$ cat src/design/cps_regs.vh
// Register offsets, field positions, reset values and timing counts of the power stage block.
`ifndef CPS_REGS_VH
`define CPS_REGS_VH

// ============================================================
// Register byte offsets
`define CPS_CTRL_OFS     8'h00
`define CPS_CMD_OFS      8'h04
`define CPS_CFG7_OFS     8'h08
`define CPS_CFG10_OFS    8'h0C
`define CPS_STEP_HI_OFS  8'h10
`define CPS_STEP_LO_OFS  8'h14
`define CPS_DIAG_OFS     8'h18
`define CPS_STAT_OFS     8'h1C

// ============================================================
// Control word fields
`define CPS_CTRL_EN      0
`define CPS_CTRL_DIR     1
`define CPS_CTRL_STEP    2
`define CPS_CTRL_SRST    3

// ============================================================
// Configuration word seven fields
`define CPS_CFG7_ARR_LSB 0
`define CPS_CFG7_HOLD_A  2
`define CPS_CFG7_HOLD_C  3
`define CPS_CFG7_PAR_L1  4
`define CPS_CFG7_PAR_L2  5
`define CPS_ARR_HBRIDGE  2'h0
`define CPS_ARR_INDEP    2'h1

// ============================================================
// Configuration word ten fields
`define CPS_CFG10_PAR_H1 0
`define CPS_CFG10_PAR_H2 1

// ============================================================
// Diagnosis word fields and fault codes
`define CPS_DIAG_ANY     16
`define CPS_DIAG_THERM   17
`define CPS_FLT_NONE     2'h0
`define CPS_FLT_SCB      2'h1
`define CPS_FLT_SCG      2'h2
`define CPS_FLT_OL       2'h3

// ============================================================
// Step counter
`define CPS_STEP_INIT    10'h200
`define CPS_STEP_MAX     10'h3FF
`define CPS_STEP_MIN     10'h000

// ============================================================
// Timing
`define CPS_CLK_MHZ      250
`define CPS_OC_FILT_US   10
`define CPS_OC_FILT_CYC  (`CPS_OC_FILT_US * `CPS_CLK_MHZ)
`define CPS_HOLD_US      500
`define CPS_HOLD_CYC     (`CPS_HOLD_US * `CPS_CLK_MHZ)

`endif

$ cat src/design/cps_ctrl.v
// Control logic of the eight configurable power stages: bridges, stepping, hold and diagnosis.
//
// The plain strobed port and the register offsets were left to the implementer.
`include "cps_regs.vh"

// Notes on behaviour
// - Arrangement bits pick two H-bridges or eight stages; H-bridge after reset.
// - Independent mode lets low-side pairs run in parallel, no coherency check.
// - Enabled hold keeps b1_hs_a, b2_hs_c on for hold time after reset fall.
// - Each high-side hold has its own enable bit in config word seven.
// - Any hold enable set forces the independent arrangement.
// - With enable high, step bit 0 to 1 advances one position; 0 holds.
// - In H-bridge mode, enable low turns every bridge switch off.
// - Direction 1 walks the four positions forward, direction 0 backward.
// - Power-on position is b1_hs_a, b1_ls_b and b2_hs_d, b2_ls_c.
// - H-bridge mode never turns on both switches of one half-bridge.
// - Direction and step written together step once in the old direction.
// - Enable and step written together act only on the enable.
// - Ten-bit step counter, read as upper and lower five-bit halves.
// - Step counter starts at 512.
// - Counter counts up on direction 1 steps, down on direction 0 steps.
// - Counter saturates at its limits until a reverse step.
// - Both counter halves carry two check bits naming the step.
// - Power-on and software reset return the counter to 512.
// - Parallel pairs are chosen by config words seven and ten.
// - Short to battery detected on; short to ground, open load off; thermal warning.
// - Fault codes sit in a diagnosis register cleared when it is read.
// - One summary bit flags a fault on any of the eight outputs.
// - Filtered over-current turns the bridge off until a new on command.
// - Off-state fault may be replaced by on fault and never blocks switching on.
module cps_ctrl #(
   parameter HOLD_CYC = `CPS_HOLD_CYC
) (
   // Clock and reset
   input  wire        clk,
   input  wire        rst_b,
   // Register port
   input  wire [7:0]  reg_addr,
   input  wire [31:0] reg_wdata,
   input  wire        reg_wr,
   input  wire        reg_rd,
   output reg  [31:0] reg_rdata,
   // Microcontroller reset pin and analog fault comparators
   input  wire        mcu_rst_b,
   input  wire [7:0]  short_to_battery,
   input  wire [7:0]  short_to_ground,
   input  wire [7:0]  open_load,
   input  wire        thermal_warning_two,
   // Power stage drives
   output wire        b1_hs_a,
   output wire        b1_ls_a,
   output wire        b1_hs_b,
   output wire        b1_ls_b,
   output wire        b2_hs_c,
   output wire        b2_hs_d,
   output wire        b2_ls_c,
   output wire        b2_ls_d,
   // Summary fault
   output wire        any_output_fault_flag
);

   // ============================================================
   // Declarations
   reg  [25:0] sync1;
   reg  [25:0] sync2;
   reg         mcu_q;
   reg         en;
   reg         dir;
   reg         step_bit;
   reg  [1:0]  pos;
   reg  [9:0]  step_cnt;
   reg  [1:0]  step_tag;
   reg  [7:0]  cmd;
   reg  [5:0]  cfg7;
   reg  [1:0]  cfg10;
   reg  [7:0]  trip;
   reg  [7:0]  stage_q;
   reg  [15:0] dcode;
   reg         therm;
   reg         hold_run;
   reg  [23:0] hold_cnt;
   reg  [11:0] oc_cnt [0:7];
   reg  [15:0] next_dcode;
   reg  [7:0]  hb;
   reg  [7:0]  ind;
   reg  [7:0]  drv;
   reg  [7:0]  on_flt;
   reg  [31:0] rd_mux;
   integer     i;
   integer     j;
   integer     k;

   wire [7:0]  scb_s   = sync2[7:0];
   wire [7:0]  scg_s   = sync2[15:8];
   wire [7:0]  ol_s    = sync2[23:16];
   wire        therm_s = sync2[24];
   wire        mcu_s   = sync2[25];

   // ============================================================
   // Register decode
   wire wr_ctrl = reg_wr && (reg_addr == `CPS_CTRL_OFS);
   wire wr_cmd  = reg_wr && (reg_addr == `CPS_CMD_OFS);
   wire wr_cfg7 = reg_wr && (reg_addr == `CPS_CFG7_OFS);
   wire wr_cf10 = reg_wr && (reg_addr == `CPS_CFG10_OFS);
   wire rd_diag = reg_rd && (reg_addr == `CPS_DIAG_OFS);

   wire en_new   = reg_wdata[`CPS_CTRL_EN];
   wire dir_new  = reg_wdata[`CPS_CTRL_DIR];
   wire step_new = reg_wdata[`CPS_CTRL_STEP];
   wire soft_rst = wr_ctrl && reg_wdata[`CPS_CTRL_SRST];

   // Arrangement: any hold enable overrides the select bits.
   wire hold_a  = cfg7[`CPS_CFG7_HOLD_A];
   wire hold_c  = cfg7[`CPS_CFG7_HOLD_C];
   wire hbridge = (cfg7[1:0] != `CPS_ARR_INDEP) && !(hold_a || hold_c);

   // Enable change in the same write masks the step bit.
   wire en_chg  = wr_ctrl && (en_new != en);
   wire step_go = wr_ctrl && hbridge && en && !en_chg
                  && !step_bit && step_new;
   wire br_on   = wr_ctrl && en_new && !en;

   // Counter end points, cut to the width of the counters that meet them.
   localparam integer HOLD_END  = HOLD_CYC - 1;
   localparam [23:0]  HOLD_LAST = HOLD_END[23:0];
   localparam integer OC_FILT   = `CPS_OC_FILT_CYC;
   localparam [11:0]  OC_LAST   = OC_FILT[11:0];

   // Hold timer end without host takeover.
   wire hold_end = hold_run && (hold_cnt == HOLD_LAST);

   // ============================================================
   // Two-stage synchronisers on every pin input
   always @(posedge clk or negedge rst_b) begin
      if (!rst_b) begin
         sync1 <= 26'h2000000;
         sync2 <= 26'h2000000;
         mcu_q <= 1'b1;
      end else begin
         sync1 <= {mcu_rst_b, thermal_warning_two, open_load, short_to_ground,
                   short_to_battery};
         sync2 <= sync1;
         mcu_q <= mcu_s;
      end
   end

   // ============================================================
   // Bridge drive from position; bridge two phase is pos[1] xor pos[0].
   always @* begin
      hb[0] = en && !(|trip[3:0]) && !pos[1];
      hb[3] = hb[0];
      hb[2] = en && !(|trip[3:0]) && pos[1];
      hb[1] = hb[2];
      hb[4] = en && !(|trip[7:4]) && (pos[1] ^ pos[0]);
      hb[7] = hb[4];
      hb[5] = en && !(|trip[7:4]) && !(pos[1] ^ pos[0]);
      hb[6] = hb[5];
   end

   // Independent drive with parallel pairs following each other.
   always @* begin
      ind    = cmd;
      ind[1] = cmd[1] | (cfg7[`CPS_CFG7_PAR_L1] & cmd[3]);
      ind[3] = cmd[3] | (cfg7[`CPS_CFG7_PAR_L1] & cmd[1]);
      ind[6] = cmd[6] | (cfg7[`CPS_CFG7_PAR_L2] & cmd[7]);
      ind[7] = cmd[7] | (cfg7[`CPS_CFG7_PAR_L2] & cmd[6]);
      ind[0] = cmd[0] | (cfg10[`CPS_CFG10_PAR_H1] & cmd[2]);
      ind[2] = cmd[2] | (cfg10[`CPS_CFG10_PAR_H1] & cmd[0]);
      ind[4] = cmd[4] | (cfg10[`CPS_CFG10_PAR_H2] & cmd[5]);
      ind[5] = cmd[5] | (cfg10[`CPS_CFG10_PAR_H2] & cmd[4]);
      ind    = ind & ~trip;
   end

   // Final selection; in bridge mode a low side yields to its own high side.
   always @* begin
      if (hbridge) begin
         drv    = hb;
         drv[1] = hb[1] & ~hb[0];
         drv[3] = hb[3] & ~hb[2];
         drv[6] = hb[6] & ~hb[4];
         drv[7] = hb[7] & ~hb[5];
      end else begin
         drv = ind;
      end
   end

   // ============================================================
   // Stepping, position and step counter
   always @(posedge clk or negedge rst_b) begin
      if (!rst_b) begin
         en       <= 1'b0;
         dir      <= 1'b0;
         step_bit <= 1'b0;
         pos      <= 2'h0;
         step_cnt <= `CPS_STEP_INIT;
         step_tag <= 2'h0;
      end else begin
         if (wr_ctrl) begin
            en  <= en_new;
            dir <= dir_new;
            if (!en_chg)
               step_bit <= step_new;
         end
         if (step_go) begin
            // The register still holds the old direction here.
            pos      <= dir ? pos + 2'h1 : pos - 2'h1;
            step_tag <= step_tag + 2'h1;
         end
         if (soft_rst) begin
            step_cnt <= `CPS_STEP_INIT;
            step_tag <= 2'h0;
         end else if (step_go) begin
            if (dir && step_cnt != `CPS_STEP_MAX)
               step_cnt <= step_cnt + 10'h001;
            else if (!dir && step_cnt != `CPS_STEP_MIN)
               step_cnt <= step_cnt - 10'h001;
         end
      end
   end

   // ============================================================
   // Configuration, stage commands and low-battery hold
   always @(posedge clk or negedge rst_b) begin
      if (!rst_b) begin
         cfg7     <= {4'h0, `CPS_ARR_HBRIDGE};
         cfg10    <= 2'h0;
         cmd      <= 8'h00;
         hold_run <= 1'b0;
         hold_cnt <= 24'h000000;
      end else begin
         if (wr_cfg7)
            cfg7 <= reg_wdata[5:0];
         if (wr_cf10)
            cfg10 <= reg_wdata[1:0];
         if (wr_cmd)
            cmd <= reg_wdata[7:0];
         else if (hold_end) begin
            if (hold_a)
               cmd[0] <= 1'b0;
            if (hold_c)
               cmd[4] <= 1'b0;
         end
         // Timer starts at the falling edge of the controller reset.
         if (wr_cmd || hold_end) begin
            hold_run <= 1'b0;
            hold_cnt <= 24'h000000;
         end else if (mcu_q && !mcu_s && (hold_a || hold_c)) begin
            hold_run <= 1'b1;
            hold_cnt <= 24'h000000;
         end else if (hold_run) begin
            hold_cnt <= hold_cnt + 24'h000001;
         end
      end
   end

   // ============================================================
   // Over-current filter on the short to battery comparators
   always @* begin
      for (i = 0; i < 8; i = i + 1)
         on_flt[i] = (oc_cnt[i] == OC_LAST);
   end

   always @(posedge clk or negedge rst_b) begin
      if (!rst_b) begin
         for (j = 0; j < 8; j = j + 1)
            oc_cnt[j] <= 12'h000;
      end else begin
         for (j = 0; j < 8; j = j + 1) begin
            if (!(scb_s[j] && stage_q[j]))
               oc_cnt[j] <= 12'h000;
            else if (!on_flt[j])
               oc_cnt[j] <= oc_cnt[j] + 12'h001;
         end
      end
   end

   // ============================================================
   // Trip latches and registered stage drives
   always @(posedge clk or negedge rst_b) begin
      if (!rst_b) begin
         trip    <= 8'h00;
         stage_q <= 8'h00;
      end else begin
         stage_q <= drv;
         if (hbridge) begin
            // A new on command re-arms the bridge; a fresh fault still wins.
            if (|on_flt[3:0])
               trip[3:0] <= 4'hF;
            else if (step_go || br_on)
               trip[3:0] <= 4'h0;
            if (|on_flt[7:4])
               trip[7:4] <= 4'hF;
            else if (step_go || br_on)
               trip[7:4] <= 4'h0;
         end else if (wr_cmd) begin
            trip <= on_flt;
         end else begin
            trip <= trip | on_flt;
         end
      end
   end

   // ============================================================
   // Fault code update; the read clear loses to a new fault.
   always @* begin
      next_dcode = rd_diag ? 16'h0000 : dcode;
      for (k = 0; k < 8; k = k + 1) begin
         if (on_flt[k])
            next_dcode[2*k +: 2] = `CPS_FLT_SCB;
         else if (!stage_q[k] && next_dcode[2*k +: 2] == `CPS_FLT_NONE) begin
            if (scg_s[k])
               next_dcode[2*k +: 2] = `CPS_FLT_SCG;
            else if (ol_s[k])
               next_dcode[2*k +: 2] = `CPS_FLT_OL;
         end
      end
   end

   always @(posedge clk or negedge rst_b) begin
      if (!rst_b) begin
         dcode <= 16'h0000;
         therm <= 1'b0;
      end else begin
         dcode <= next_dcode;
         therm <= therm_s | (therm & !rd_diag);
      end
   end

   // ============================================================
   // Read multiplexer and read data register
   always @* begin
      case (reg_addr)
         `CPS_CTRL_OFS:    rd_mux = {29'h0, step_bit, dir, en};
         `CPS_CMD_OFS:     rd_mux = {24'h0, cmd};
         `CPS_CFG7_OFS:    rd_mux = {26'h0, cfg7};
         `CPS_CFG10_OFS:   rd_mux = {30'h0, cfg10};
         `CPS_STEP_HI_OFS: rd_mux = {25'h0, step_tag, step_cnt[9:5]};
         `CPS_STEP_LO_OFS: rd_mux = {25'h0, step_tag, step_cnt[4:0]};
         `CPS_DIAG_OFS:    rd_mux = {14'h0, therm, any_output_fault_flag, dcode};
         `CPS_STAT_OFS:    rd_mux = {20'h0, |trip, hold_run, pos, stage_q};
         default:          rd_mux = 32'h00000000;
      endcase
   end

   always @(posedge clk or negedge rst_b) begin
      if (!rst_b)
         reg_rdata <= 32'h00000000;
      else if (reg_rd)
         reg_rdata <= rd_mux;
      else
         reg_rdata <= 32'h00000000;
   end

   // ============================================================
   // Outputs
   assign b1_hs_a = stage_q[0];
   assign b1_ls_a = stage_q[1];
   assign b1_hs_b = stage_q[2];
   assign b1_ls_b = stage_q[3];
   assign b2_hs_c = stage_q[4];
   assign b2_hs_d = stage_q[5];
   assign b2_ls_c = stage_q[6];
   assign b2_ls_d = stage_q[7];
   assign any_output_fault_flag = (|dcode) | therm;

endmodule // cps_ctrl

$ cat config.mk
export PLATFORM = sky130hd
export DESIGN_NAME = cps_ctrl
export DESIGN_NICKNAME = d
export VERILOG_FILES = /design/src/design/cps_ctrl.v
export VERILOG_INCLUDE_DIRS = /design/src /design/src/design
export SDC_FILE = /design/constraint.sdc
export NUM_CORES = 1
export LEC_CHECK = 0
export BUFFER_PORTS_ARGS = -buffer_cell sky130_fd_sc_hd__buf_2
export CAP_MARGIN = 15
export CORE_MARGIN = 8
export CORE_UTILIZATION = 40
export CTS_CLUSTER_DIAMETER = 100
export DETAILED_ROUTE_END_ITERATION = 8
export PLACE_DENSITY = 0.61
export RECOVER_POWER = 50
export REMOVE_ABC_BUFFERS = 1
export SLEW_MARGIN = 0
export SYNTH_ARGS = -nofsm -noshare
export SYNTH_HDL_FRONTEND = slang
export SYNTH_SLANG_ARGS = --single-unit
$ cat constraint.sdc
create_clock -name clk -period 4.6 [get_ports clk]
set_clock_uncertainty 0.05 [all_clocks]
set_input_delay 0.46 -clock clk [delete_from_list [all_inputs] [get_ports clk]]
set_output_delay 0.46 -clock clk [all_outputs]
set_load 0.1 [all_outputs]
==> results.sh, run 1 <==
export IMPL_ant_nets=0
export IMPL_p_switching_w=0.00122
export IMPL_synthArstFlopShare=1.00
export IMPL_finalNonFillerCells=1652
export IMPL_cts_hold_buf=27
export IMPL_setup_slack_ps=1360
export IMPL_startpoint_type="input port"
export IMPL_drive_gt1_frac=0.102
export IMPL_fp_dieH_um=186
export IMPL_synth_top_cell_by_area="dfrtp_1"
export IMPL_nFillCells=2679
export IMPL_setup_viol=0
export IMPL_drt_iter0_markers=648
export IMPL_wl_mm=25.4
export IMPL_cts_setup_buffers=0
export IMPL_synth_seq_cells=258
export IMPL_avgSynthCellArea_um2=10.2
export IMPL_fin_crit_ps=3240
export IMPL_synthTopCellsByArea="dfrtp_1 55%, nor2_1 6.0%, xor2_1 5.3%"
export IMPL_power_frac_clock=0.460
export IMPL_drc=0
export IMPL_power_frac_comb=0.068
export IMPL_rows=62
export IMPL_clock_fmax_ghz=0.309
export IMPL_netlist_area_um2=11600
export IMPL_dp_cells=1573
export IMPL_max_slew_margin_rel=-0.978
export IMPL_fin_util=0.473
export IMPL_path_clk_slew_ps=60
export IMPL_grt_usage=0.143
export IMPL_viasPerCell=5.09
export IMPL_drv_cap=1
export IMPL_fin_setup_tns_ps=0
export IMPL_place_worst_setup_slack_ps=1520
export IMPL_ys_warn_count=0
export IMPL_crit_required_ps=5200
export IMPL_holdWs_ps=86.0
export IMPL_hold_path_class="input port to flop"
export IMPL_dp_hpwl_mm=17.5
export IMPL_core_um2=28700
export IMPL_overflow=0
export IMPL_slew_violations=122
export IMPL_wl_per_cell_um=15.4
export IMPL_synth_cell_type_count=64
export IMPL_finalHoldViolCount=0
export IMPL_port_buffers=72
export IMPL_syn_inst=1139
export IMPL_grt_first_pass_wirelength_mm=42.2
export IMPL_period_share=0.703
export IMPL_n_antenna_cell=0
export IMPL_area_growth_pct=16.7
export IMPL_grt_max_degree=123
export IMPL_cp_top_family="buffers and inverters"
export IMPL_yosysMostFrequentCell="dfrtp_1"
export IMPL_yosysSeqAreaShare=0.556
export IMPL_cts_tree="done"
export IMPL_crit_buf_inv=3
export IMPL_swShare=0.235
export IMPL_cpMaxStageDelayCell="clkbuf_2"
export IMPL_p_seq_frac=0.473
export IMPL_synth_edf_count=0
export IMPL_peakVddDrop_uv=300
export IMPL_ios=111
export IMPL_cp_arrival_ps=3840
export IMPL_post_cts_resized=0
export IMPL_dieWidth_um=186
export IMPL_critical_path_class="input port to asynchronous set/reset pin"
export IMPL_internal_power_w=0.00397
export IMPL_violations="capacitance limit, slew limit"
export IMPL_crit_chain="dlygate4sd3_1 -> clkbuf_2 -> buf_4"
export IMPL_cts_buffer_depth=3
export IMPL_power_density_nw_per_um2=382
export IMPL_final_nets=1342
export IMPL_path_max_fanout=122
export IMPL_synthTopCellsByCount="254 x dfrtp_1, 187 x nor2_1, 134 x nand2_1"
export IMPL_clk_latency_ps=540
export IMPL_grt_pass1_vias=8148
export IMPL_drt_pre_antenna_iters=5
export IMPL_start_util=0.405
export IMPL_status="finished with violations"
export IMPL_crit_path_end_kind="asynchronous set/reset pin"
export IMPL_die_area_um2=34800
export IMPL_p_leak_nw=5.84
export IMPL_cts_sinks=258
export IMPL_slowest_delay_ps=2030
export IMPL_root_buffer="clkbuf_16"
export IMPL_rsz0062_at_grt="false"
export IMPL_cts_inserted_buffers=28
export IMPL_synth_flop_cell="dfrtp_1"
export IMPL_synth_top_area_share=0.547
export IMPL_worst_pin_slew_ps=2970
export IMPL_cts_max_level=1
export IMPL_antenna_found_initial=0
export IMPL_gp_congestion=0.832
export IMPL_vias=8410
-- routing by layer --
layer,track usage,wire length (um),vias up
li1,-,-,4125
met1,0.201,12200,4073
met2,0.222,11400,179
met3,0.0267,1200,33
met4,0.0418,558,0
met5,0,0,-
-- cell families (layout without fill, tap and decap cells) --
group | count (synthesis) | after routing | share of synthesized area
xor+xnor | 103 | 103 | 0.0776
buf+inv | 65 | 181 | 0.0264
flops | 258 | 258 | 0.556
simple gates | 528 | 528 | 0.219
fa+ha+maj | 26 | 26 | 0.0286
compound gates | 143 | 143 | 0.0786
other cells | 1 | 14 | 0.000323
mux | 15 | 15 | 0.0141
-- layout make-up --
type / count / area, um2 / share of cell area
flip-flops and latches: 258 / 6460 / 0.476
multi-input cells: 829 / 4890 / 0.360
clock buffers: 43 / 848 / 0.0625
repair buffers: 103 / 642 / 0.0473
well taps: 384 / 480 / 0.0354
clock inverters: 9 / 151 / 0.0112
inverters: 26 / 97.6 / 0.00719
-- placed cells by master, fill, tap and decap left out, drive strengths merged, types with 5 or more instances in the layout --
cell type	count
nor3	20
a21oi	43
nand3	60
nor2	188
o211ai	8
dlygate4sd3	27
nor4	14
nand2b	6
o21ai	28
clkbuf	66
buf	53
a22o	5
conb	14
ha	25
a31oi	6
and3	20
a22oi	18
inv	27
xnor2	33
and2	5
xor2	70
mux2	11
or3	16
nand2	134
nand4	37
o31ai	10
dfrtp	254
-- registers in the layout (all words and copies together) (netlist names), 10 cells and up --
name / count
oc_cnt: 96
reg_rdata: 18
sync2: 26
sync1: 26
step_cnt: 10
hold_cnt: 24
dcode: 16
-- tightest hold or removal path, cell delays in order --
cell and delay [ps]:
buf_2 90, nand2_1 40, nand2_1 50
-- power groups by stage --
stage	combinational (W)	sequential [W]	clock, W
3_3_place_gp	0.000335	0.00249	0
3_5_place_dp	0.000341	0.00249	0
5_1_grt	0.000398	0.00246	0.00255
4_1_cts	0.000359	0.00245	0.00246
2_1_floorplan	0.000205	0.00248	0
6_report	0.000351	0.00245	0.00238
-- stage by stage --
| step | instance area (um2) | power (W) |
|---|---|---|
| 6_report | 13600 | 0.00518 |
| 5_1_grt | 13600 | 0.00540 |
| 4_1_cts | 13600 | 0.00527 |
| 3_5_place_dp | 12400 | 0.00283 |
| 3_3_place_gp | 12400 | 0.00282 |
| 2_1_floorplan | 11500 | 0.00268 |
-- path summary, 6_finish.rpt --
path                               end  depth (start not counted)          from  slack [ps]
min in group asynchronous   oc_cnt[55]                          2         rst_b        1340
setup / recovery            oc_cnt[75]                          3         rst_b        1360
hold reg to reg               sync2[7]                          0      sync1[7]         290
setup reg to reg           step_cnt[9]                         10   step_cnt[9]        1520
hold / removal                  cmd[7]                          3  reg_wdata[7]          90
max in group clk           step_cnt[9]                         10   step_cnt[9]        1520
Note: power is estimated with default switching activity, not from simulation.
==> run 2, diff against run 1 <==
Settings changed: ABC_AREA set to 1, PLACE_DENSITY 0.61 to 0.6.
Clock period 4.6 ns to 3.28 ns, I/O delays scaled along.
==> results.sh, run 2 <==
export IMPL_finalNonFillerCells=2106
export IMPL_holdWs_ps=40.5
export IMPL_synth_top_cell_by_area="dfrtp_1"
export IMPL_period_share=0.848
export IMPL_hp_start="reg_rd"
export IMPL_die_area_um2=37800
export IMPL_yosysSeqAreaShare=0.508
export IMPL_synthTopCellsByArea="dfrtp_1 50%, nand2_1 10%, inv_1 5.7%"
export IMPL_viasPerCell=4.95
export IMPL_area_growth_pct=15.8
export IMPL_vias=10428
export IMPL_grt_pass1_vias=10220
export IMPL_syn_inst=1558
export IMPL_ant_nets=0
export IMPL_fin_crit_ps=2780
export IMPL_cts_tree="done"
export IMPL_power_density_nw_per_um2=523
export IMPL_synth_top_family_by_area="simple AND/OR/NAND/NOR gates"
export IMPL_reg2regPathDepth=11
export IMPL_synth_top_area_share=0.500
export IMPL_hold_path_class="input port to flop"
export IMPL_netlist_area_um2=12700
export IMPL_status="finished with violations"
export IMPL_wl_per_cell_um=14.1
export IMPL_rows=65
export IMPL_clock_fmax_ghz=0.360
export IMPL_largest_register_ffs=96
export IMPL_cts_sinks=258
export IMPL_synth_cell_type_count=53
export IMPL_cts_buffer_depth=3
export IMPL_reg_top3="oc_cnt: 96 flops, sync1: 26 flops, sync2: 26 flops"
export IMPL_synthArstFlopShare=1.00
export IMPL_fin_setup_tns_ps=0
export IMPL_synth_flop_cell="dfrtp_1"
export IMPL_p_leak_nw=6.85
export IMPL_largest_register="oc_cnt"
export IMPL_path_clk_slew_ps=60
export IMPL_path_max_fanout=27
export IMPL_avgSynthCellArea_um2=8.16
export IMPL_synth_compound_area_frac=0.106
export IMPL_fp_dieH_um=194
export IMPL_grt_max_degree=71
export IMPL_port_buffers=72
export IMPL_final_nets=1777
export IMPL_gp_congestion=0.870
export IMPL_drt_iter0_markers=667
export IMPL_crit_required_ps=3690
export IMPL_slew_violations=69
export IMPL_post_cts_resized=0
export IMPL_synth_seq_cells=258
export IMPL_dp_hpwl_mm=21.9
export IMPL_synthAdderAreaFrac=0.0262
export IMPL_cts_max_level=1
export IMPL_grt_usage=0.157
export IMPL_crit_path_end_kind="flop"
export IMPL_nFillCells=3090
export IMPL_violations="capacitance limit, slew limit"
export IMPL_synth_edf_count=0
export IMPL_crit_chain="buf_2 -> inv_2 -> nand2_1 -> nor3_1 -> nand3_1 -> a21oi_1 -> nand2_1 -> a21oi_1"
export IMPL_wl_mm=29.8
export IMPL_reg2reg_setup_slack_ps=740
export IMPL_dp_cells=2022
export IMPL_core_um2=31500
export IMPL_ys_warn_count=0
export IMPL_synth_simple_area_share=0.270
export IMPL_final_common_cell="nand2_1"
export IMPL_startpoint_type="input port"
export IMPL_drive_gt1_frac=0.101
export IMPL_whs_path_depth=3
export IMPL_synthTopCellsByCount="338 x nand2_1, 254 x dfrtp_1, 194 x inv_1"
export IMPL_clk_latency_ps=550
export IMPL_postPlaceCellArea_um2=13500
export IMPL_synthMuxAreaShare=0
export IMPL_overflow=0
export IMPL_root_buffer="clkbuf_16"
export IMPL_yosysMostFrequentCell="nand2_1"
export IMPL_start_util=0.404
export IMPL_min_to="reg_rdata[7]"
export IMPL_ios=111
export IMPL_max_slew_margin_rel=-0.250
export IMPL_slowest_delay_ps=1180
export IMPL_final_area_um2=14700
export IMPL_antenna_found_initial=0
export IMPL_grt_first_pass_wirelength_mm=50.2
export IMPL_worst_pin_slew_ps=1880
export IMPL_cts_setup_buffers=0
export IMPL_finalHoldViolCount=0
export IMPL_drt_pre_antenna_iters=5
export IMPL_dieWidth_um=194
export IMPL_r2r_end="step_cnt[5]"
export IMPL_synth_xor_area_share=0.0145
export IMPL_cp_top_family="simple AND/OR/NAND/NOR gates"
export IMPL_peakVddDrop_uv=409
export IMPL_n_antenna_cell=0
export IMPL_final_cell_mix="341 x nand2_1, 254 x dfrtp_1, 194 x inv_1"
export IMPL_ff_latch_area_um2=6460
export IMPL_crit_buf_inv=2
export IMPL_worstReg2RegStart="step_cnt[9]"
export IMPL_critical_path_class="input port to flop"
export IMPL_cts_inserted_buffers=29
export IMPL_fin_util=0.468
export IMPL_setup_viol=0
export IMPL_rsz0062_at_grt="false"
export IMPL_cpMaxStageDelayCell="nand3_1"
export IMPL_drc=0
export IMPL_cp_arrival_ps=3200
export IMPL_drv_cap=1
export IMPL_multi_input_area_um2=5300
[run 2: cell count changes in the layout (fill, tap and decap cells not counted), sizes merged, moves of 25 or more]
| cell | change |
|---|---|
| xnor2 | -28 |
| nand2 | +214 |
| nand3 | +58 |
| a21oi | +63 |
| nor3 | +25 |
| xor2 | -54 |
| o21ai | +80 |
| clkbuf | -26 |
| inv | +175 |
[run 2: layout make-up]
cell class	count	area share
tap	402	0.0341
multi-input combinational	1082	0.360
clock inverter	18	0.0133
timing repair buffer	107	0.0487
sequential	258	0.438
inverter	203	0.0519
clock buffer	36	0.0537
[run 2: how the worst max path moves through the flow]
| stage | from | to | slack (ps) | depth (start not counted) |
|---|---|---|---|---|
| global route | reg_addr[1] | dcode[3] | 300 | 8 |
| finish | reg_addr[0] | dcode[9] | 500 | 8 |
| floorplan | step_cnt[9] | step_cnt[5] | 1010 | 11 |
| CTS | dcode[14] | any_output_fault_flag | 720 | 3 |
| detailed placement | step_cnt[9] | step_cnt[5] | 790 | 11 |
| global placement | step_cnt[9] | step_cnt[5] | 790 | 11 |
[run 2: stage by stage]
stage | worst slack, ps | power [W]
final | 499 | 0.00770
after global routing | 300 | 0.00806
after CTS | 720 | 0.00782
after detailed placement | 786 | 0.00445
after global placement | 791 | 0.00443
after floorplan | 1010 | 0.00415
[run 2: cells by family after synthesis]
group           count (synthesis)
xor+xnor                       21
simple gates                  770
fa+ha+maj                      26
other cells                     1
compound gates                251
buf+inv                       231
flops                         258
[run 2: tightest hold or removal path, delay by kind of cell]
family        cells  cell delay [ps]
buf+inv           2              190
simple gates      1               90
[run 2: report_power, final]
group	leakage [nW]	internal, W	switching, W
Combinational	3.02	0.000272	0.000539
Clock	0.486	0.00196	0.00133
Sequential	3.34	0.00339	0.000207
[run 2: repair_timing]
| action | CTS | global route |
|---|---|---|
| setup endpoints to repair | 0 | 0 |
| hold endpoints to repair | 93 | 0 |
| hold buffers | 30 | 0 |
[run 2: metal layers]
layer	track usage	vias to the layer above	wire [um]	share of wire
li1	-	5308	-	-
met1	0.215	4860	14300	0.48
met2	0.257	208	13600	0.46
met3	0.0221	52	1070	0.036
met4	0.0475	0	827	0.028
met5	0	-	0	0
==> run 3, diff against run 2 <==
Settings changed: PLACE_DENSITY 0.6 to 0.62.
Clock period 3.28 ns to 2.2 ns, I/O delays scaled along.
==> results.sh, run 3 (synthesized netlist as in run 2, its figures left out) <==
export IMPL_internal_power_w=0.00904
export IMPL_drive_gt1_frac=0.137
export IMPL_reg2regPathDepth=11
export IMPL_start_util=0.404
export IMPL_cts_inserted_buffers=29
export IMPL_dp_hpwl_mm=22.8
export IMPL_drv_cap=0
export IMPL_reg2reg_setup_slack_ps=-30
export IMPL_root_buffer="clkbuf_16"
export IMPL_crit_chain="nand2_1 -> nor2_1 -> nand3b_1 -> nand2_4 -> buf_8 -> ha_4 -> a21oi_4 -> o21a_1 -> nand2_1 -> xor2_1 -> o21ai_1"
export IMPL_largest_register_ffs=96
export IMPL_startpoint_type="flop"
export IMPL_largest_register="oc_cnt"
export IMPL_rows=65
export IMPL_status="finished with violations"
export IMPL_wl_mm=30.9
export IMPL_antenna_found_initial=0
export IMPL_r2r_end="step_cnt[8]"
export IMPL_setup_viol=1
export IMPL_n_antenna_cell=0
export IMPL_ant_nets=0
export IMPL_die_area_um2=37800
export IMPL_cts_tree="done"
export IMPL_p_leak_nw=7.15
export IMPL_drt_pre_antenna_iters=6
export IMPL_holdWs_ps=37.7
export IMPL_critical_path_class="flop to flop"
export IMPL_cts_buffer_depth=3
export IMPL_rsz0062_at_grt="true"
export IMPL_crit_buf_inv=1
export IMPL_hold_path_class="input port to flop"
export IMPL_worst_pin_slew_ps=1490
export IMPL_postPlaceCellArea_um2=13700
export IMPL_reg_top3="oc_cnt: 96 flops, sync1: 26 flops, sync2: 26 flops"
export IMPL_max_slew_margin_rel=0.00381
export IMPL_cp_arrival_ps=2610
export IMPL_finalNonFillerCells=2143
export IMPL_grt_pass1_vias=10193
export IMPL_p_seq_frac=0.440
export IMPL_area_growth_pct=21.1
export IMPL_crit_path_end_kind="flop"
export IMPL_hp_start="reg_wr"
export IMPL_path_max_fanout=5
export IMPL_drc=0
export IMPL_violations="setup timing"
export IMPL_setup_slack_ps=-31.4
export IMPL_swShare=0.257
export IMPL_port_buffers=72
export IMPL_crit_required_ps=2580
export IMPL_final_cell_mix="328 x nand2_1, 252 x dfrtp_1, 194 x inv_1"
export IMPL_slew_violations=0
export IMPL_final_common_cell="nand2_1"
export IMPL_clock_fmax_ghz=0.448
export IMPL_dp_cells=2049
export IMPL_cp_top_family="simple AND/OR/NAND/NOR gates"
export IMPL_power_frac_comb=0.112
export IMPL_ios=111
export IMPL_grt_usage=0.160
export IMPL_final_nets=1815
export IMPL_p_switching_w=0.00313
export IMPL_clk_latency_ps=550
export IMPL_power_density_nw_per_um2=790
export IMPL_gp_congestion=0.851
export IMPL_drt_iter0_markers=675
export IMPL_grt_first_pass_wirelength_mm=50.9
export IMPL_core_um2=31500
export IMPL_overflow=0
export IMPL_vias=10657
export IMPL_slowest_delay_ps=540
export IMPL_cpMaxStageDelayCell="dfstp_2"
export IMPL_cts_max_level=1
export IMPL_fp_dieH_um=194
export IMPL_power_frac_clock=0.448
export IMPL_finalHoldViolCount=0
export IMPL_path_common_cell="nand2_1"
export IMPL_dieWidth_um=194
export IMPL_path_clk_slew_ps=70
export IMPL_cts_sinks=258
export IMPL_wl_per_cell_um=14.4
export IMPL_fin_util=0.489
export IMPL_period_share=1.01
export IMPL_final_area_um2=15400
export IMPL_viasPerCell=4.97
export IMPL_fin_crit_ps=2230
export IMPL_grt_max_degree=60
export IMPL_peakVddDrop_uv=606
export IMPL_worstReg2RegStart="step_cnt[9]"
export IMPL_min_to="dir"
export IMPL_whs_path_depth=3
-- run 3: final cells by class --
cell class	count	area, um2
clock buffer	36	802
clock inverter	17	297
tap	402	503
sequential	258	6460
fill	2978	16100
timing repair buffer	145	1030
inverter	203	766
multi-input combinational	1082	5540
-- run 3: worst reg2reg max path, delay by kind of cell (launching register included) --
| kind | cells | cell delay [ps] |
|---|---|---|
| AND/OR/NAND/NOR | 5 | 580 |
| adder cells (fa/ha/maj) | 1 | 230 |
| AO/OA/AOI/OAI | 3 | 370 |
| buffers and inverters | 1 | 160 |
| flip-flops | 1 | 540 |
| XOR/XNOR | 1 | 200 |
-- run 3: worst max-delay path by stage --
stage | from | slack [ps] | end | cells past startpoint
after floorplan | step_cnt[9] | -70 | step_cnt[5] | 11
after global placement | step_cnt[9] | -30 | step_cnt[8] | 11
after detailed placement | step_cnt[9] | -60 | step_cnt[8] | 11
after CTS | dcode[9] | 1 | any_output_fault_flag | 5
after global routing | step_cnt[9] | -130 | step_cnt[9] | 14
final | step_cnt[9] | -30 | step_cnt[8] | 11
-- run 3: per-stage QoR --
stage | TNS, ps | setup WS [ps] | power [W]
after floorplan | -93.0 | -70.0 | 0.00619
after global placement | -48.3 | -32.4 | 0.00665
after detailed placement | -120 | -59.8 | 0.00668
after CTS | 0 | 1.35 | 0.0122
after global routing | -932 | -132 | 0.0127
final | -31.4 | -31.4 | 0.0122
-- run 3: metal layers --
metal	global-route usage	share of wire
met2	0.257	0.45
met1	0.226	0.48
met4	0.0342	0.018
met3	0.0247	0.046
met5	0	0
-- run 3: what timing repair did --
| action | 4_1_cts | 5_1_grt |
|---|---|---|
| setup endpoints to repair | 5 | 7 |
| resized for setup | 9 | 43 |
| pin swaps | 1 | 21 |
| buffers inserted | 1 | 4 |
| hold buffers | 36 | 0 |
| endpoints found under the hold margin | 160 | 0 |
-- run 3: power by group through the flow --
stage               registers, W  logic [W]  clock network [W]
CTS                      0.00536    0.00130            0.00559
detailed placement       0.00544    0.00124                  0
global placement         0.00543    0.00122                  0
floorplan                0.00542   0.000767                  0
global route             0.00540    0.00153            0.00579
finish                   0.00535    0.00136            0.00546
